[src/acr_defs.svh]
// constants for the converter configuration register block
`ifndef ACR_DEFS_SVH
`define ACR_DEFS_SVH
`define ACR_OFF_REF_FILT 2'h2
`define ACR_OFF_ROUTING 2'h3
`define ACR_RESET_VAL 8'h00
`define ACR_REF_MSB 7
`define ACR_REF_LSB 6
`define ACR_REJ_MSB 5
`define ACR_REJ_LSB 4
`define ACR_SW_BIT 3
`define ACR_LVL_MSB 2
`define ACR_LVL_LSB 0
`define ACR_R1_MSB 7
`define ACR_R1_LSB 5
`define ACR_R2_MSB 4
`define ACR_R2_LSB 2
`define ACR_RDY_BIT 1
`define ACR_RATE_REF_KHZ 32'd4096
`endif

[src/acr_pkg.sv]
// types for the converter configuration register block
package acr_pkg;
	typedef enum logic [1:0] {
		ACR_MODE_NORMAL,
		ACR_MODE_DUTY,
		ACR_MODE_TURBO,
		ACR_MODE_UNUSED
	} acr_mode_t;
	typedef enum logic {
		ACR_SW_OPEN,
		ACR_SW_CLOSED
	} acr_sw_t;
endpackage : acr_pkg

[src/acr_config_regs.sv]
// configuration registers two and three with field decoding
// What this block does
// - the rate code decodes per mode to normal, quarter or double rates.
// - rates hold at the reference clock; only the scaled rate output scales with other clocks.
// - bits 7:6 pick internal, dedicated, shared-input or supply reference.
// - bits 5:4 pick no, combined, 50 Hz or 60 Hz line rejection.
// - rejection applies only at 20 SPS normal or 5 SPS duty-cycle.
// - switch bit 0 keeps switch open, 1 closes on begin and opens on sleep.
// - bits 2:0 set the excitation current, code 001 unused.
// - bits 7:5 of routing route the first source, 111 unused.
// - bits 4:2 of routing route the second source the same way.
// - ready mode 1 signals data ready on both pins, 0 only dedicated.
// - mode field selects normal, duty-cycle, turbo, 11 unused.
`timescale 1ns/1ps
`include "acr_defs.svh"
module acr_config_regs
	import acr_pkg::*;
(
	input wire logic core_clk_i,
	input wire logic rst_n_i,
	input wire logic wr_en_i,
	input wire logic [1:0] addr_i,
	input wire logic [7:0] wr_data_i,
	output logic [7:0] rd_data_o,
	input wire logic [2:0] data_rate_select_i,
	input wire logic [1:0] mode_i,
	input wire logic ext_clk_sel_i,
	input wire logic [15:0] ext_clk_khz_i,
	input wire logic begin_cmd_i,
	input wire logic sleep_cmd_i,
	input wire logic data_ready_i,
	output logic [15:0] rate_milli_sps_o,
	output logic rate_valid_o,
	output logic [31:0] scaled_rate_milli_sps_o,
	output logic [1:0] ref_select_o,
	output logic [1:0] reject_coef_o,
	output logic reject_active_o,
	output logic low_side_switch_ctl_o,
	output logic [10:0] excitation_current_level_o,
	output logic [6:0] first_source_route_o,
	output logic [6:0] second_source_route_o,
	output logic dedicated_ready_pin_o,
	output logic shared_output_ready_pin_o
);
	logic [7:0] ref_filt_cfg;
	logic [7:0] routing_cfg;
	acr_sw_t sw_state;

	// base normal-mode rate in SPS per code, 0 when unused
	function automatic logic [15:0] base_rate(input logic [2:0] code);
		case (code)
			3'h0: base_rate = 16'h0014;
			3'h1: base_rate = 16'h002D;
			3'h2: base_rate = 16'h005A;
			3'h3: base_rate = 16'h00AF;
			3'h4: base_rate = 16'h014A;
			3'h5: base_rate = 16'h0258;
			3'h6: base_rate = 16'h03E8;
			default: base_rate = 16'h0000;
		endcase
	endfunction : base_rate

	// one-hot route decode, unused and disabled give no connection
	function automatic logic [6:0] route_dec(input logic [2:0] code);
		case (code)
			3'h1: route_dec = 7'h01;
			3'h2: route_dec = 7'h02;
			3'h3: route_dec = 7'h04;
			3'h4: route_dec = 7'h08;
			3'h5: route_dec = 7'h10;
			3'h6: route_dec = 7'h20;
			default: route_dec = 7'h00;
		endcase
	endfunction : route_dec

	always_ff @(posedge core_clk_i or negedge rst_n_i) begin
		if (!rst_n_i) begin
			ref_filt_cfg <= `ACR_RESET_VAL;
			routing_cfg <= `ACR_RESET_VAL;
		end else if (wr_en_i) begin
			if (addr_i == `ACR_OFF_REF_FILT) begin
				ref_filt_cfg <= wr_data_i;
			end
			if (addr_i == `ACR_OFF_ROUTING) begin
				routing_cfg <= wr_data_i;
			end
		end
	end

	always_ff @(posedge core_clk_i or negedge rst_n_i) begin
		if (!rst_n_i) begin
			rd_data_o <= 8'h00;
		end else begin
			case (addr_i)
				`ACR_OFF_REF_FILT: rd_data_o <= ref_filt_cfg;
				`ACR_OFF_ROUTING: rd_data_o <= routing_cfg;
				default: rd_data_o <= 8'h00;
			endcase
		end
	end

	// rate in milli-SPS: duty is quarter, turbo double
	logic [15:0] base;
	logic [31:0] rate_ms;
	logic rate_ok;
	always_comb begin
		base = base_rate(data_rate_select_i);
		rate_ok = (data_rate_select_i != 3'h7);
		case (acr_mode_t'(mode_i))
			ACR_MODE_NORMAL: rate_ms = 32'(base) * 32'd1000;
			ACR_MODE_DUTY: begin
				rate_ms = 32'(base) * 32'd250;
				// code 011 runs at 44 SPS, not a strict quarter
				if (data_rate_select_i == 3'h3) begin
					rate_ms = 32'd44000;
				end
			end
			ACR_MODE_TURBO: rate_ms = 32'(base) * 32'd2000;
			default: begin
				rate_ms = 32'h0;
				rate_ok = 1'b0;
			end
		endcase
	end

	logic [47:0] scaled;
	always_comb begin
		if (ext_clk_sel_i) begin
			scaled = (48'(rate_ms) * 48'(ext_clk_khz_i)) /
				48'(`ACR_RATE_REF_KHZ);
		end else begin
			scaled = 48'(rate_ms);
		end
	end

	always_ff @(posedge core_clk_i or negedge rst_n_i) begin
		if (!rst_n_i) begin
			rate_milli_sps_o <= 16'h0000;
			rate_valid_o <= 1'b0;
			scaled_rate_milli_sps_o <= 32'h0;
		end else begin
			rate_milli_sps_o <= rate_ms[15:0] == 16'h0 ? 16'h0 :
				16'(rate_ms / 32'd1000);
			rate_valid_o <= rate_ok;
			scaled_rate_milli_sps_o <= scaled[31:0];
		end
	end

	// switch follows begin/sleep only when enabled
	always_ff @(posedge core_clk_i or negedge rst_n_i) begin
		if (!rst_n_i) begin
			sw_state <= ACR_SW_OPEN;
		end else if (!ref_filt_cfg[`ACR_SW_BIT]) begin
			sw_state <= ACR_SW_OPEN;
		end else if (sleep_cmd_i) begin
			sw_state <= ACR_SW_OPEN;
		end else if (begin_cmd_i) begin
			sw_state <= ACR_SW_CLOSED;
		end
	end

	logic [10:0] level_ua;
	always_comb begin
		case (ref_filt_cfg[`ACR_LVL_MSB:`ACR_LVL_LSB])
			3'h2: level_ua = 11'd50;
			3'h3: level_ua = 11'd100;
			3'h4: level_ua = 11'd250;
			3'h5: level_ua = 11'd500;
			3'h6: level_ua = 11'd1000;
			3'h7: level_ua = 11'd1500;
			default: level_ua = 11'd0;
		endcase
	end

	logic rej_ok;
	assign rej_ok = (data_rate_select_i == 3'h0) &&
		((mode_i == 2'h0) || (mode_i == 2'h1));

	always_ff @(posedge core_clk_i or negedge rst_n_i) begin
		if (!rst_n_i) begin
			ref_select_o <= 2'h0;
			reject_coef_o <= 2'h0;
			reject_active_o <= 1'b0;
			low_side_switch_ctl_o <= 1'b0;
			excitation_current_level_o <= 11'h000;
			first_source_route_o <= 7'h00;
			second_source_route_o <= 7'h00;
		end else begin
			ref_select_o <= ref_filt_cfg[`ACR_REF_MSB:`ACR_REF_LSB];
			reject_coef_o <= rej_ok ?
				ref_filt_cfg[`ACR_REJ_MSB:`ACR_REJ_LSB] : 2'h0;
			reject_active_o <= rej_ok &&
				(ref_filt_cfg[`ACR_REJ_MSB:`ACR_REJ_LSB] != 2'h0);
			low_side_switch_ctl_o <= (sw_state == ACR_SW_CLOSED);
			excitation_current_level_o <= level_ua;
			first_source_route_o <=
				route_dec(routing_cfg[`ACR_R1_MSB:`ACR_R1_LSB]);
			second_source_route_o <=
				route_dec(routing_cfg[`ACR_R2_MSB:`ACR_R2_LSB]);
		end
	end

	always_ff @(posedge core_clk_i or negedge rst_n_i) begin
		if (!rst_n_i) begin
			dedicated_ready_pin_o <= 1'b0;
			shared_output_ready_pin_o <= 1'b0;
		end else begin
			dedicated_ready_pin_o <= data_ready_i;
			shared_output_ready_pin_o <= data_ready_i &&
				routing_cfg[`ACR_RDY_BIT];
		end
	end
endmodule : acr_config_regs

[config.mk]
export PLATFORM = sky130hd
export DESIGN_NAME = acr_config_regs
export DESIGN_NICKNAME = d
export VERILOG_FILES = /design/src/acr_pkg.sv /design/src/acr_config_regs.sv
export VERILOG_INCLUDE_DIRS = /design/src
export SDC_FILE = /design/constraint.sdc
export NUM_CORES = 1
export LEC_CHECK = 0
export BUFFER_PORTS_ARGS = -buffer_cell sky130_fd_sc_hd__clkbuf_2
export CAP_MARGIN = 25
export CORE_AREA = 2 2 168 211
export DETAILED_ROUTE_END_ITERATION = 16
export DIE_AREA = 0 0 170 213
export GPL_ROUTABILITY_DRIVEN = 1
export PLACE_DENSITY = 0.87
export SYNTH_ARGS = -nofsm -noshare
export SYNTH_HDL_FRONTEND = slang
export SYNTH_SLANG_ARGS = --single-unit
[constraint.sdc]
create_clock -name core_clk_i -period 1.1 [get_ports core_clk_i]
set_input_delay 0.055 -clock core_clk_i [delete_from_list [all_inputs] [get_ports core_clk_i]]
set_output_delay 0.055 -clock core_clk_i [all_outputs]
set_load 0.1 [all_outputs]
==> flow_summary.ini, run 1 <==
[logic_synthesis]
ys_seq_area_frac = 0.125
ys_seq_elements = 100
syn_avg_cell_area_um2 = 8.72
synth-warning-count = 0
ys.flop_type = dfrtp_1
synthCells = 2296
mappedNetlistArea_um2 = 20000
async_flop_share = 1.00
synth_edf_count = 0
netlist-cell-type-count = 115

[global_routing]
grt_pass1_vias = 29900
grt_first_pass_wirelength_mm = 194
grt_max_degree = 54
gr-usage-all-layers = 0.735
grt.overflow.total = 83

[clock_tree]
tritoncts_num_sinks = 100
clockRootBuffer = clkbuf_16
clk_path_buf_depth = 2
htree_levels = 3
cts_made_buffers = 9

[floorplanning]
fp-row-count = 76
num_io_pins = 128
die_w_um = 170
die_h_um = 213
initial_utilization = 0.585

[status]
tool.error = [ERROR GRT-0116] Global routing finished with congestion. Check the congestion regions in the DRC Viewer.
status = aborted with a tool error
haltStage = global routing (5_1_grt)

[place]
gp_congestion = 1.03
io_buffers = 120
dpl.hpwl_mm = 59.5
[Yosys cell counts, types with 7 or more instances]
cell type  instances  area [um^2]
inv_1            338         1270
nand2_1          333         1250
fa_1             290         5810
ha_1             159         1990
nor2_1           123          462
and2_1           111          694
dfrtp_1          100         2500
clkbuf_1          96          360
a21oi_1           84          420
xnor2_1           45          394
o21ai_0           44          220
nand3_1           36          180
a21o_1            31          233
and3_1            26          163
mux2_2            25          282
mux2i_1           25          250
nor2b_1           22          138
nor3_1            20          100
a31oi_1           18          113
xor2_1            17          149
o21bai_1          15          113
nand2b_1          13         81.3
o21a_1            13         97.6
o22ai_1           13         81.3
a211oi_1          12         90.1
or3_1             12         75.1
o211ai_1          11         82.6
o21ai_1           11         55.1
nor4_1            10         62.6
a22oi_1            9         67.6
buf_1              9         33.8
buf_4              9         67.6
nand4_1            9         56.3
nor3b_1            9         67.6
o31ai_1            9         67.6
buf_2              8         40.0
or2_2              8         50.1
and3b_1            7         61.3
[metal layers]
layer  GRT overflow  global-route usage
met5              0               0.345
met4             34               0.721
met3              0               0.598
met2             49               0.899
met1              0               0.722
[through the flow]
stage	setup TNS (ps)	setup slack, ps	std cells	instance area, um^2	utilization
2_1_floorplan	-373060	-11260	2303	20600	-
3_3_place_gp	-381120	-11520	3217	26100	0.762
3_5_place_dp	-407960	-12290	3217	26100	0.762
4_1_cts	-360700	-10900	3366	28900	0.844
[what timing repair did]
| item | 4_1_cts |
|---|---|
| endpoints found under the hold margin | 119 |
| hold buffers | 12 |
| setup buffers | 133 |
| cloned | 4 |
| resized for setup | 313 |
| pin swaps | 164 |
| endpoints found under the setup margin | 44 |
[logic make-up after synthesis]
family          Yosys count  share of synthesized area
compound gates          390                      0.148
xor+xnor                 64                     0.0288
fa+ha+maj               452                      0.391
buf+inv                 467                     0.0918
flops                   100                      0.125
mux                      56                     0.0308
other cells               1                   0.000187
simple gates            766                      0.184
==> run 2: changes to the inputs <==
- CORE_AREA: 2 2 168 211 -> 2 2 227 229
- DIE_AREA: 0 0 170 213 -> 0 0 229 231
- PLACE_DENSITY: 0.87 -> default
- PLACE_DENSITY_LB_ADDON: default -> 0.15
==> flow_summary.ini, run 2 <==
[status]
status = finished with violations
violations = setup timing

[detailed_routing]
routedWlPerCell_um = 17.9
routed_wl_mm = 65.7
ant_nets = 0
drt_iter0_drc = 1227
vias = 18900
drc_errors = 0
via_per_inst = 5.17
drt_first_pass_iters = 7

[sta]
drv_slew = 0
fmax_mhz = 83.3
rsz0062_at_grt = true
setup_slack_ps = -10910
min_period_over_period = 10.9
tightest_slew_ps = 545
timing.setup.tns_ps = -361400
setup_viol = 43
hold_viol_final = 0
clock_skew_ps = 12.2
slew_headroom = 0.637
period_needed_ps = 12010

[global_routing]
grt_first_pass_wirelength_mm = 107
grt_antenna_before_repair = 2
grt.overflow.total = 0
grt_pass1_vias = 20100
gr-usage-all-layers = 0.254
grt_max_degree = 40

[clock_tree]
cts_made_buffers = 9
cts_tree = yes
clk_path_buf_depth = 2
clk_pin_slew_worst_paths_ps = 110
clock_latency_ps = 380
tritoncts_num_sinks = 100
htree_levels = 3
clockRootBuffer = clkbuf_16

[place]
dpl.hpwl_mm = 52.7
gp_congestion = 0.886
dpl_cell_area_um2 = 26800
io_buffers = 120
place_ws_ps = -12020

[floorplanning]
num_io_pins = 128
dieArea_um2 = 52900
die_h_um = 231
fp.coreArea_um2 = 50700
fp-row-count = 83
die_w_um = 229
initial_utilization = 0.395

[logic_synthesis]
ys_seq_elements = 100
yosys.area.top_type = fa_1
synth_common_cells = inv_1 (338), nand2_1 (333), fa_1 (290), ha_1 (159), nor2_1 (123)
yosys-top-cells-area = fa_1 (29%), dfrtp_1 (13%), ha_1 (9.9%), inv_1 (6.3%), nand2_1 (6.2%)
netlist-cell-type-count = 115
synth_top_cell_area_share = 0.290
ys_seq_area_frac = 0.125
synth_edf_count = 0
ys.flop_type = dfrtp_1
synth-warning-count = 0
syn_avg_cell_area_um2 = 8.72
synthCells = 2296
async_flop_share = 1.00
yosysMostFrequentCell = inv_1
mappedNetlistArea_um2 = 20000

[critical_path]
slowest_stage = or4_1
crit_path_max_incr_delay_ps = 520
cp.required_ps = 1420
worst-endpoint-arrival_ps = 12330
cp_max_fo = 6
crit_type = input pin to flop
end_kind = flop
crit_top_cell = buf_4
startpoint_type = input pin

[job]
drv_cap = 0

[layout]
layout_commonest_cell = buf_4
largest-register = scaled_rate_milli_sps_o
fin_area_um2 = 29700
largest_reg_flops = 30
antenna_cells = 0
final_util = 0.585
syn_to_final_growth_pct = 48.2
reg.largest.list = scaled_rate_milli_sps_o: 30 flops, rate_milli_sps_o: 14 flops, excitation_current_level_o: 10 flops
final_cell_mix = buf_4 (579), inv_1 (326), nand2_1 (318)
nFillCells = 4464
final_nets = 3464
final_layout_size_suffix_gt1_frac = 0.381

[min_path]
hold_path_class = input pin to flop
## run 2: layout make-up
cell class	instances	area, um^2	area share
inverters	340	1280	0.0431
repair buffers	790	7370	0.249
well taps	680	851	0.0287
flip-flops and latches	100	2500	0.0844
clock buffers	9	225	0.00759
multi-input cells	1736	17300	0.585
clock inverters	7	86.3	0.00291
## run 2: timing repair
action / CTS / global route
gates cloned: 1 / 0
endpoints found under the hold margin: 120 / 0
resized for setup: 206 / 146
endpoints found under the setup margin: 43 / 44
hold buffers: 13 / 0
pin swaps: 103 / 119
setup buffers: 113 / 23
## run 2: per-stage QoR
stage | cells | hold WS, ps
2_1_floorplan | 2303 | -241
5_1_grt | 3662 | 35.6
3_5_place_dp | 3523 | -31.8
6_report | 3662 | 35.6
4_1_cts | 3661 | 6.21
3_3_place_gp | 3523 | -40.0
## run 2: routing by layer
metal  vias to the layer above  part of all wire  track usage
met1                      9487              0.44        0.342
li1                       8857                 -            -
met4                         2             0.025       0.0722
met3                        80             0.043       0.0273
met5                         -           0.00020            0
met2                       496              0.49        0.432
## run 2: worst paths after layout
path,slack (ps),from,cells after the start,endpoint
worst max-delay path,-10910,data_rate_select_i[1],56,rate_milli_sps_o[0]
worst min-delay path,40,data_rate_select_i[0],3,rate_valid_o
worst max register to register,130,ref_filt_cfg[4],2,reject_active_o
max in group asynchronous,450,rst_n_i,3,ref_filt_cfg[2]
min in group asynchronous,100,rst_n_i,2,rd_data_o[1]
worst min register to register,390,sw_state,0,low_side_switch_ctl_o
## run 2: kinds of logic after synthesis
logic type,Yosys count,synth area share
AND/OR/NAND/NOR,766,0.184
other,1,0.000187
flip-flops,100,0.125
multiplexers,56,0.0308
buffers and inverters,467,0.0918
AO/OA/AOI/OAI,390,0.148
XOR/XNOR,64,0.0288
adder cells (fa/ha/maj),452,0.391
## run 2: critical path: cells and delay by family
kind / cells / cell delay (ps)
compound gates: 27 / 5380
fa+ha+maj: 7 / 2700
simple gates: 9 / 2330
buf+inv: 12 / 1520
mux: 1 / 290
Power of run 2 is not shown: default switching activity piles up to over one toggle a cycle in this logic, so the estimate is an artifact.
==> run 3: changes to the inputs <==
- BUFFER_PORTS_ARGS: -buffer_cell sky130_fd_sc_hd__clkbuf_2 -> default
- DONT_BUFFER_PORTS: default -> 1
- RECOVER_POWER: default -> 50
==> flow_summary.ini, run 3 (same netlist as run 2, synthesis figures left out) <==
[place]
dpl.hpwl_mm = 49.7
gp_congestion = 0.881
io_buffers = 0

[sta]
drv_slew = 0
clock_skew_ps = 24.6
slew_headroom = 0.616
tightest_slew_ps = 574
fmax_mhz = 83.7
setup_viol = 44
holdWs_ps = -656
setup_slack_ps = -10840
period_needed_ps = 11940
min_period_over_period = 10.9
timing.setup.tns_ps = -350760
hold_viol_final = 100
rsz0062_at_grt = true

[floorplanning]
die_h_um = 231
fp-row-count = 83
die_w_um = 229
fp.coreArea_um2 = 50700
initial_utilization = 0.395
num_io_pins = 128
dieArea_um2 = 52900

[global_routing]
gr-usage-all-layers = 0.251
grt_max_degree = 101
grt_first_pass_wirelength_mm = 106
grt_antenna_before_repair = 2
grt_pass1_vias = 19800
grt.overflow.total = 0

[detailed_routing]
vias = 18400
drc_errors = 0
routedWlPerCell_um = 18.4
drt_iter0_drc = 1110
routed_wl_mm = 65.3
ant_nets = 0
drt_first_pass_iters = 5
via_per_inst = 5.19

[clock_tree]
cts_made_buffers = 9
tritoncts_num_sinks = 100
clk_pin_slew_worst_paths_ps = 110
cts_hold_buf = 20
clk_path_buf_depth = 2
clockRootBuffer = clkbuf_16
clock_latency_ps = 410
cts_tree = yes
htree_levels = 3

[status]
status = finished with violations
violations = hold timing, setup timing

[layout]
reg.largest.list = scaled_rate_milli_sps_o: 30 flops, rate_milli_sps_o: 14 flops, excitation_current_level_o: 10 flops
syn_to_final_growth_pct = 40.1
final_cell_mix = buf_4 (542), inv_1 (318), nand2_1 (314)
largest_reg_flops = 30
final_layout_size_suffix_gt1_frac = 0.356
layout_commonest_cell = buf_4
largest-register = scaled_rate_milli_sps_o
final_nets = 3355

[critical_path]
end_kind = flop
crit_type = input pin to flop
cp.required_ps = 1430
crit_top_cell = buf_4
startpoint_type = input pin
crit_path_max_incr_delay_ps = 610
cp_max_fo = 20
worst-endpoint-arrival_ps = 12270
slowest_stage = or4_4

[min_path]
hold_path_class = input pin to asynchronous set/reset pin

[job]
drv_cap = 0
run 3: cell count changes in the layout (fill, tap and decap cells not counted), moves of 6 or more:
cell	before	now
nand2_4	2	8
inv_1	326	318
xnor2_4	3	10
buf_4	579	542
dlygate4sd3_1	13	19
inv_2	13	20
buf_6	64	109
buf_12	97	7
clkbuf_2	33	0
run 3: what timing repair did:
action / 4_1_cts / 5_1_grt
resized for setup: 255 / 161
setup buffers: 70 / 56
endpoints found under the setup margin: 82 / 61
pin swaps: 155 / 125
cloned: 1 / 0
endpoints found under the hold margin: 152 / 100
run 3: cell type report:
class | count | area [um^2]
sequential | 100 | 2500
clock buffer | 9 | 225
antenna | 1 | 2.50
fill | 4655 | 22600
inverter | 340 | 1280
multi-input combinational | 1737 | 17400
clock inverter | 7 | 78.8
timing repair buffer | 680 | 5660
tap | 680 | 851
run 3: critical path: cells and delay by family:
family                   cells  cell delay [ps]
AO/OA/AOI/OAI               25             5450
multiplexers                 4             1380
AND/OR/NAND/NOR              9             2040
buffers and inverters       12             1350
adder cells (fa/ha/maj)      5             1920
run 3: through the flow:
stage | utilization | std cells | setup WS [ps] | instance area, um^2 | hold WS, ps
3_5_place_dp | 0.494 | 3427 | -11580 | 25000 | -237
6_report | 0.553 | 3554 | -10840 | 28000 | -656
2_1_floorplan | - | 2303 | -11260 | 20600 | -241
3_3_place_gp | 0.494 | 3427 | -11380 | 25000 | -238
4_1_cts | 0.534 | 3514 | -10700 | 27100 | -684
5_1_grt | 0.553 | 3554 | -11380 | 28000 | -675
run 3: per-layer routing:
metal  vias to the layer above  GRT usage  part of all wire
met4                         2     0.0712             0.026
met3                        85     0.0329             0.053
li1                       8648          -                 -
met1                      9240      0.352              0.46
met2                       470      0.408              0.47
met5                         -          0           0.00020
run 3: worst paths after layout:
check | from | endpoint | slack (ps) | cells past startpoint
min in group core_clk_i | data_rate_select_i[1] | reject_coef_o[1] | 30 | 3
max in group asynchronous | rst_n_i | scaled_rate_milli_sps_o[12] | 1570 | 0
setup reg to reg | ref_filt_cfg[4] | reject_active_o | 100 | 2
hold reg to reg | sw_state | low_side_switch_ctl_o | 380 | 0
hold / removal | rst_n_i | rd_data_o[1] | -660 | 0
setup / recovery | data_rate_select_i[1] | rate_milli_sps_o[0] | -10840 | 55
Power of run 3 is left out for the same reason.
